==> config.mk <==
export PLATFORM = sky130hd
export DESIGN_NAME = eeprom_slave
export DESIGN_NICKNAME = d
export VERILOG_FILES = /design/src/rtl/eeprom_pkg.sv /design/src/rtl/eeprom_slave.sv
export SDC_FILE = /design/constraint.sdc
export NUM_CORES = 2
export LEC_CHECK = 0
export BUFFER_PORTS_ARGS = -buffer_cell sky130_fd_sc_hd__buf_4
export CORE_UTILIZATION = 40
export DETAILED_ROUTE_END_ITERATION = 8
export PLACE_DENSITY = 0.64
export REMOVE_ABC_BUFFERS = 1
export SETUP_SLACK_MARGIN = 0.15
export SYNTH_ARGS = -nofsm -noshare
export SYNTH_HDL_FRONTEND = slang
export SYNTH_SLANG_ARGS = --single-unit
==> constraint.sdc <==
create_clock -name I_MCLK -period 3.5 [get_ports I_MCLK]
set_input_delay 0 -clock I_MCLK [delete_from_list [all_inputs] [get_ports I_MCLK]]
set_output_delay 0 -clock I_MCLK [all_outputs]
set_load 0.02 [all_outputs]
==> src/rtl/eeprom_pkg.sv <==
`default_nettype none
package eeprom_pkg;
  localparam int CLK_HZ = 50_000_000;
  localparam int WORDS = 128;
  localparam int ADDR_W = 7;
  localparam int MAX_WRITE_BYTES = 2;
  localparam logic [3:0] DEVICE_TYPE_RESET = 4'h5;
  localparam int EW_MS_PER_WORD = 30;
  localparam int EW_MIN_MS = 20;
  localparam int EW_MAX_MS = 100;
  localparam int EW_CYCLES_PER_WORD = CLK_HZ / 1000 * EW_MS_PER_WORD;
  localparam logic [7:0] ERASED_VALUE = 8'hFF;
endpackage
`default_nettype wire

==> src/rtl/eeprom_slave.sv <==
`default_nettype none
module eeprom_slave
  import eeprom_pkg::*;
#(
  parameter logic [3:0] DEVICE_TYPE = DEVICE_TYPE_RESET,
  parameter int EW_CYCLES = EW_CYCLES_PER_WORD
) (
  input wire logic I_MCLK,
  input wire logic I_RST_N,
  input wire logic I_CLK_EN,
  input wire logic I_SCL,
  input wire logic I_SDA,
  output logic O_SDA,
  output logic O_SDA_OE,
  input wire logic I_CHIP_SEL_BIT0,
  input wire logic I_CHIP_SEL_BIT1,
  input wire logic I_CHIP_SEL_BIT2,
  input wire logic I_CYCLE_TIMING_NETWORK_INPUT,
  output logic O_BUSY
);
  typedef enum logic [5:0] {
    S_IDLE = 6'b000001,
    S_DEV = 6'b000010,
    S_WADDR = 6'b000100,
    S_WDATA = 6'b001000,
    S_RDATA = 6'b010000,
    S_IGNORE = 6'b100000
  } state_e;

  logic [1:0] scl_s_q, sda_s_q, chs_s_q;
  logic [2:0] cs0_q, cs1_q, cs2_q;
  logic scl_q, sda_q;
  logic [7:0] mem [WORDS];

  state_e st_q, st_d;
  logic [3:0] bit_q, bit_d;
  logic [7:0] sh_q, sh_d;
  logic [ADDR_W-1:0] ptr_q, ptr_d;
  logic ack_q, ack_d;
  logic sda_oe_q, sda_oe_d;
  logic rd_ack_q, rd_ack_d;
  logic [1:0] nb_q, nb_d;
  logic [ADDR_W-1:0] wa0_q, wa0_d, wa1_q, wa1_d;
  logic [7:0] wd0_q, wd0_d, wd1_q, wd1_d;
  logic [31:0] cnt_q, cnt_d;
  logic busy_q, busy_d;
  logic [1:0] pend_q, pend_d;
  logic pend_hold_q;

  logic scl, sda, scl_rise, scl_fall, start_c, stop_c, addr_hit;

  // Bus lines and timing input pass two flops, strap pins three
  always_ff @(posedge I_MCLK or negedge I_RST_N) begin
    if (!I_RST_N) begin
      scl_s_q <= 2'h3;
      sda_s_q <= 2'h3;
      chs_s_q <= 2'h0;
      cs0_q <= 3'h0;
      scl_q <= 1'b1;
      sda_q <= 1'b1;
    end else if (I_CLK_EN) begin
      scl_s_q <= {scl_s_q[0], I_SCL};
      sda_s_q <= {sda_s_q[0], I_SDA};
      chs_s_q <= {chs_s_q[0], I_CYCLE_TIMING_NETWORK_INPUT};
      cs0_q <= {cs0_q[1:0], I_CHIP_SEL_BIT0};
      scl_q <= scl_s_q[1];
      sda_q <= sda_s_q[1];
    end
  end

  // Straps are static, the extra flop only costs latency
  always_ff @(posedge I_MCLK or negedge I_RST_N) begin
    if (!I_RST_N) begin
      cs1_q <= 3'h0;
      cs2_q <= 3'h0;
    end else if (I_CLK_EN) begin
      cs1_q <= {cs1_q[1:0], I_CHIP_SEL_BIT1};
      cs2_q <= {cs2_q[1:0], I_CHIP_SEL_BIT2};
    end
  end

  assign scl = scl_s_q[1];
  assign sda = sda_s_q[1];
  assign scl_rise = scl & ~scl_q;
  assign scl_fall = ~scl & scl_q;
  assign start_c = scl & scl_q & sda_q & ~sda;
  assign stop_c = scl & scl_q & ~sda_q & sda;
  // Address match on bits 7:1 of the shifted byte
  assign addr_hit = (sh_q[7:4] == DEVICE_TYPE)
    && (sh_q[3:1] == {cs2_q[2], cs1_q[2], cs0_q[2]})
    && !busy_q;

  // Bits shift on SCL rise; SDA drive moves after SCL fall
  always_comb begin
    st_d = st_q;
    bit_d = bit_q;
    sh_d = sh_q;
    ptr_d = ptr_q;
    ack_d = ack_q;
    sda_oe_d = sda_oe_q;
    rd_ack_d = rd_ack_q;
    nb_d = nb_q;
    wa0_d = wa0_q;
    wa1_d = wa1_q;
    wd0_d = wd0_q;
    wd1_d = wd1_q;
    pend_d = pend_q;
    if (start_c) begin
      st_d = S_DEV;
      bit_d = 4'h0;
      ack_d = 1'b0;
      sda_oe_d = 1'b0;
    end else if (stop_c) begin
      st_d = S_IDLE;
      sda_oe_d = 1'b0;
      ack_d = 1'b0;
      if (nb_q != 2'h0) begin
        pend_d = nb_q;
      end
      nb_d = 2'h0;
    end else if (st_q != S_IDLE && st_q != S_IGNORE) begin
      if (scl_rise) begin
        if (bit_q < 4'h8) begin
          sh_d = {sh_q[6:0], sda};
          bit_d = bit_q + 4'h1;
        end else if (ack_q && st_q == S_RDATA) begin
          rd_ack_d = ~sda;
        end
      end else if (scl_fall) begin
        if (bit_q == 4'h8 && !ack_q) begin
          ack_d = 1'b1;
          unique case (st_q)
            S_DEV: begin
              if (addr_hit) begin
                sda_oe_d = 1'b1;
                st_d = sh_q[0] ? S_RDATA : S_WADDR;
              end else begin
                st_d = S_IGNORE;
              end
            end
            S_WADDR: begin
              ptr_d = sh_q[ADDR_W-1:0];
              sda_oe_d = 1'b1;
              st_d = S_WDATA;
            end
            S_WDATA: begin
              // Slots full: byte dropped, no acknowledge
              if (nb_q < 2'(MAX_WRITE_BYTES)) begin
                if (nb_q == 2'h0) begin
                  wa0_d = ptr_q;
                  wd0_d = sh_q;
                end else begin
                  wa1_d = ptr_q;
                  wd1_d = sh_q;
                end
                ptr_d = ptr_q + ADDR_W'(1);
                nb_d = nb_q + 2'h1;
                sda_oe_d = 1'b1;
              end
            end
            S_RDATA: begin
              sda_oe_d = 1'b0;
            end
            default: begin
            end
          endcase
        end else if (bit_q == 4'h8 && ack_q) begin
          // Acknowledge slot over, set up next byte
          bit_d = 4'h0;
          ack_d = 1'b0;
          sda_oe_d = 1'b0;
          if (st_q == S_RDATA) begin
            if (sda_oe_q) begin
              // Own address acknowledge over: first byte, pointer kept
              sda_oe_d = ~sh_q[7];
            end else if (rd_ack_q) begin
              ptr_d = ptr_q + ADDR_W'(1);
              sh_d = mem[ptr_q + ADDR_W'(1)];
              sda_oe_d = ~mem[ptr_q + ADDR_W'(1)][7];
            end else begin
              st_d = S_IGNORE;
            end
            rd_ack_d = 1'b0;
          end
        end else if (st_q == S_RDATA && bit_q < 4'h8) begin
          sda_oe_d = ~sh_q[7]; // Register shifts each rise, bit 7 is next
        end
      end
      if (scl_fall && st_q == S_DEV && bit_q == 4'h8 && !ack_q && addr_hit && sh_q[0]) begin
        sh_d = mem[ptr_q];
        rd_ack_d = 1'b1;
      end
      if (st_q == S_RDATA && bit_q == 4'h8 && ack_q && scl_rise) begin
        rd_ack_d = ~sda;
      end
    end
  end

  // Self-timed erase/write; network input halts the timer while low
  always_comb begin
    cnt_d = cnt_q;
    busy_d = busy_q;
    if (!busy_q && pend_q != 2'h0 && st_q == S_IDLE) begin
      busy_d = 1'b1;
      cnt_d = (pend_q == 2'h2) ? 32'(2 * EW_CYCLES) : 32'(EW_CYCLES);
    end else if (busy_q && chs_s_q[1]) begin
      if (cnt_q <= 32'h0000_0001) begin
        busy_d = 1'b0;
        cnt_d = 32'h0000_0000;
      end else begin
        cnt_d = cnt_q - 32'h0000_0001;
      end
    end
  end

  always_ff @(posedge I_MCLK or negedge I_RST_N) begin
    if (!I_RST_N) begin
      st_q <= S_IDLE;
      bit_q <= 4'h0;
      sh_q <= 8'h00;
      ptr_q <= '0;
      ack_q <= 1'b0;
      sda_oe_q <= 1'b0;
      rd_ack_q <= 1'b0;
      nb_q <= 2'h0;
      wa0_q <= '0;
      wa1_q <= '0;
      wd0_q <= 8'h00;
      wd1_q <= 8'h00;
      cnt_q <= 32'h0000_0000;
      busy_q <= 1'b0;
      pend_q <= 2'h0;
    end else if (I_CLK_EN) begin
      st_q <= st_d;
      bit_q <= bit_d;
      sh_q <= sh_d;
      ptr_q <= ptr_d;
      ack_q <= ack_d;
      sda_oe_q <= sda_oe_d;
      rd_ack_q <= rd_ack_d;
      nb_q <= nb_d;
      wa0_q <= wa0_d;
      wa1_q <= wa1_d;
      wd0_q <= wd0_d;
      wd1_q <= wd1_d;
      cnt_q <= cnt_d;
      busy_q <= busy_d;
      pend_q <= (busy_d && !busy_q) ? 2'h0 : pend_d;
    end
  end

  // Memory commits the latched bytes when the cycle ends
  always_ff @(posedge I_MCLK) begin
    if (I_CLK_EN && busy_q && !busy_d) begin
      mem[wa0_q] <= wd0_q;
      if (pend_hold_q) begin
        mem[wa1_q] <= wd1_q;
      end
    end
  end

  // Second byte slot must be committed too
  always_ff @(posedge I_MCLK or negedge I_RST_N) begin
    if (!I_RST_N) begin
      pend_hold_q <= 1'b0;
    end else if (I_CLK_EN && busy_d && !busy_q) begin
      pend_hold_q <= (pend_q == 2'h2);
    end
  end

  // Open drain: only the enable toggles
  assign O_SDA = 1'b0;
  assign O_SDA_OE = sda_oe_q;
  assign O_BUSY = busy_q;
endmodule
`default_nettype wire

==> reports/qor.csv <==
stage;metric;value;unit
run_status;outcome;finished, final reports clean;
global_routing;largest net degree at the start of global routing;122;
timing;WHS;0.1674;ns
pwr;Reg power frac;49.7;%
layout;synth-to-layout area growth;16.20;%
pwr;Cell Pwr Density;404.8;nW/um^2
global_routing;grt total ovfl;0;
drt;antenna-violating nets left;0;
global_routing;antenna violations before repair;10;
yosys;largest area contributor in the synthesized netlist;edfxtp_1;
worst_hold_path;Hold Crit Class;in -> reg;
worst_hold_path;WHS Path Cells;4;
drt;initial drt markers;6928;
pwr;Leak;24.31;nW
timing;Worst-Margin Slew;1.287;ns
clock_network;H-Tree Depth;4;
pwr;Psw;8.249;mW
global_routing;number of global-route vias before repair;44780;
yosys;mapped cell area;67450;sq um
layout;final net count;4767;
place;GP Congestion;1.019;
timing;fin. max-slew vios;0;
yosys;synth warn;0;
yosys;XOR/XNOR Fraction of Synth Area;0.3506;%
critical_path;CP Data Arrival Time;4.08;ns
yosys;Yosys reg bits;1137;
yosys;main combinational cell family by area after synthesis;multiplexers;
drt;Vias per Instance;6.641;
pwr;peak supply drop;0.4183;mV
floorplan;starting density of the core;40.34;%
floorplan;Site Rows;150;
layout;share of cells above drive strength 1;47.82;%
place;I/O Buffers;10;
drt;WL per Instance;34.26;microns
yosys;Mean Syn Cell Area;14.68;sq um
place;post-DP HPWL;156500;microns
yosys;post-synthesis compound-gate area fraction;4.624;%
yosys;Top FF cell, synth;edfxtp_1;
yosys;largest cells by area after synthesis;edfxtp_1 (46%), mux4_2 (18%), mux2_2 (16%);
timing;relative slew slack;14.20;%
timing;Final Cycle Share;96.64;%
timing;final setup fails;0;
clock_network;Worst-path clk slew;0.06;ns
critical_path;Setup CP Type;reg -> reg;
clock_network;TritonCTS clock tree;built;
critical_path;CP Capture Type;register;
floorplan;IO Pins;12;
drt;DR DRC count;0;
clock_network;CTS Buf Count;132;
pwr;Power Internal;23.48;mW
drt;WL final;241800;microns
yosys;Synth top area share;45.59;%
clock_network;clock sink count;1137;
yosys;sequential element share of the synthesized area;49.79;%
clock_network;worst skew pair latency;0.83;ns
critical_path;crit-path max FO;13;
timing;Final Hold Viols;0;
yosys;number of synthesized flops with an enable pin;1024;
timing;clock period minus final worst setup slack;3.383;ns
yosys;post-synthesis mux area share;37.27;%
timing;RSZ-0062 raised after global routing;yes;
yosys;Synth Area in Adders;0.1669;%
global_routing;Total Routing Usage GR;27.76;%
critical_path;CP startpoint kind;register;
floorplan;CORE AREA;167200;sq um
critical_path;Worst R2R Path Depth;10;
run;maxcap violations;0;
clock_network;CTS Buffer Depth;3;
yosys;Distinct cells, synth;79;
yosys;Post-Synthesis Cells;4596;
pwr;Logic pwr share;5.3;%
yosys;Simple-Gate Fraction of Synth Area;4.823;%
timing;Max Freq;295.6;MHz
pwr;Clk network pwr share;45.0;%
pwr;total power;31.73;mW
yosys;Async SR Flop Fraction;9.938;%
critical_path;critical path required time;4.20;ns
timing;clock skew;0.05302;ns
floorplan;die area;170300;sq um
pwr;sw frac;26.00;%
floorplan;Die Height;412.6;microns
floorplan;Die X;412.6;microns
drt;vias;46858;
drt;drt pass-1 iters;6;
global_routing;first-pass GRT wire length;337900;microns
clock_network;root buf cell;clkbuf_16;
state kept, by name, indices dropped and copies added, names as in the netlist, 3 cells and up:
signal  cells
wa0_q       7
st_q        6
wd1_q       8
sh_q        8
cs2_q       3
cs1_q       3
wd0_q       8
ptr_q       7
cnt_q      32
mem      1024
bit_q       4
cs0_q       3
wa1_q       7
per-stage QoR:
stage / cells / util (%) / area, sq um / worst slack [ns] / setup TNS, ns
6_report: 7056 / 46.87 / 78380 / 0.1174 / 0
4_1_cts: 7020 / 46.44 / 77660 / 0.1303 / 0
5_1_grt: 7053 / 46.87 / 78370 / 0.08162 / 0
3_5_place_dp: 6757 / 43.52 / 72780 / -0.4887 / -2.946
2_1_floorplan: 4117 / - / 65550 / -20.45 / -430.49
3_3_place_gp: 6757 / 43.52 / 72780 / -0.3288 / -3.019
final cells by class:
class,instances,area (sq um)
clock buffer,154,3437
sequential,1137,33660
timing repair buffer,498,5117
clock inverter,80,974.7
multi-input combinational,2955,32330
inverter,25,93.84
antenna,3,7.507
tap,2204,2758
fill,14347,88840
cell usage after synthesis (9+ instances only):
| library cell | instances |
|---|---|
| a2111oi_0 | 9 |
| a211oi_1 | 16 |
| a21oi_1 | 78 |
| a221oi_1 | 13 |
| a22o_1 | 11 |
| a22oi_1 | 45 |
| a311oi_1 | 9 |
| and3_1 | 9 |
| buf_1 | 44 |
| buf_2 | 69 |
| clkbuf_1 | 361 |
| dfrtp_1 | 106 |
| edfxtp_1 | 1024 |
| ha_1 | 9 |
| inv_1 | 22 |
| mux2_1 | 100 |
| mux2_2 | 971 |
| mux2i_1 | 121 |
| mux4_2 | 527 |
| nand2_1 | 363 |
| nand2_2 | 30 |
| nand2_4 | 10 |
| nand2b_1 | 13 |
| nand3_1 | 63 |
| nand4_1 | 10 |
| nor2_1 | 93 |
| nor2b_1 | 12 |
| nor3_1 | 28 |
| nor4_1 | 13 |
| o21ai_0 | 212 |
| o221ai_1 | 20 |
| o22ai_1 | 20 |
| or3_1 | 10 |
| xnor2_1 | 17 |
| xor2_1 | 10 |
layout by cell type (no fill, tap or decap), types with 18 or more instances in the layout:
master,instances
dlygate4sd3_1,21
o221ai_1,20
dfrtp_1,85
mux4_2,527
o22ai_1,20
mux2_1,100
clkinv_2,19
mux2_2,971
nand3_1,62
nor2_1,81
o21ai_0,201
dfrtp_4,20
edfxtp_1,1024
a22oi_1,43
inv_1,22
nor3_1,19
clkbuf_16,145
clkbuf_1,18
buf_4,377
buf_12,66
nand2_1,347
a21oi_1,76
clkinv_1,31
nand2_2,44
mux2i_1,119
power groups by stage:
| stage | Sequential [mW] | Clock (mW) | Combinational [mW] |
|---|---|---|---|
| finish | 15.8 | 14.3 | 1.68 |
| global route | 15.8 | 14.9 | 1.80 |
| CTS | 15.7 | 14.4 | 1.65 |
| detailed placement | 16.0 | 0 | 1.62 |
| global placement | 16.0 | 0 | 1.61 |
| floorplan | 15.7 | 0 | 0.582 |
critical path, cell delays in order (launching register included):
cell	delay, ns
dfrtp_4	0.48
clkbuf_4	0.19
ha_4	0.40
buf_12	0.14
buf_16	0.15
mux4_2	0.35
mux4_2	0.64
a2111oi_2	0.38
and3_1	0.21
a31oi_2	0.07
o21a_1	0.23
cells by family (layout without fill, tap and decap cells):
group           after synthesis  in the layout
compound gates              500            500
xor+xnor                     27             27
fa+ha+maj                     9              9
buf+inv                     504            757
flops                      1137           1137
mux                        1719           1719
other cells                   1              4
simple gates                699            699
timing repair:
item	CTS	global route
pin swaps	1	13
hold buffers	22	0
setup buffers	5	21
hold endpoints to repair	152	0
gates cloned	2	12
endpoints found under the setup margin	1245	1565
resized for setup	31	61
routing by layer:
layer  up-vias  global-route usage (%)  wire length [microns]
li1      18728                       -                      -
met5         -                  0.2544                    155
met1     24327                   37.23                  91590
met3       621                   7.570                  28990
met4        12                   14.08                  14170
met2      3170                   41.25                 106900
final timing paths:
check	slack [ns]	start	end
max in group asynchronous	2.75	I_RST_N	sda_s_q[1]
worst max register to register	0.12	ptr_q[1]	sh_q[7]
worst max-delay path	0.12	ptr_q[1]	sh_q[7]
worst min register to register	0.50	scl_s_q[0]	scl_s_q[1]
worst min-delay path	0.17	I_CLK_EN	scl_s_q[1]
min in group asynchronous	0.33	I_RST_N	st_q[0]
Power figures use the tool's default switching activity.
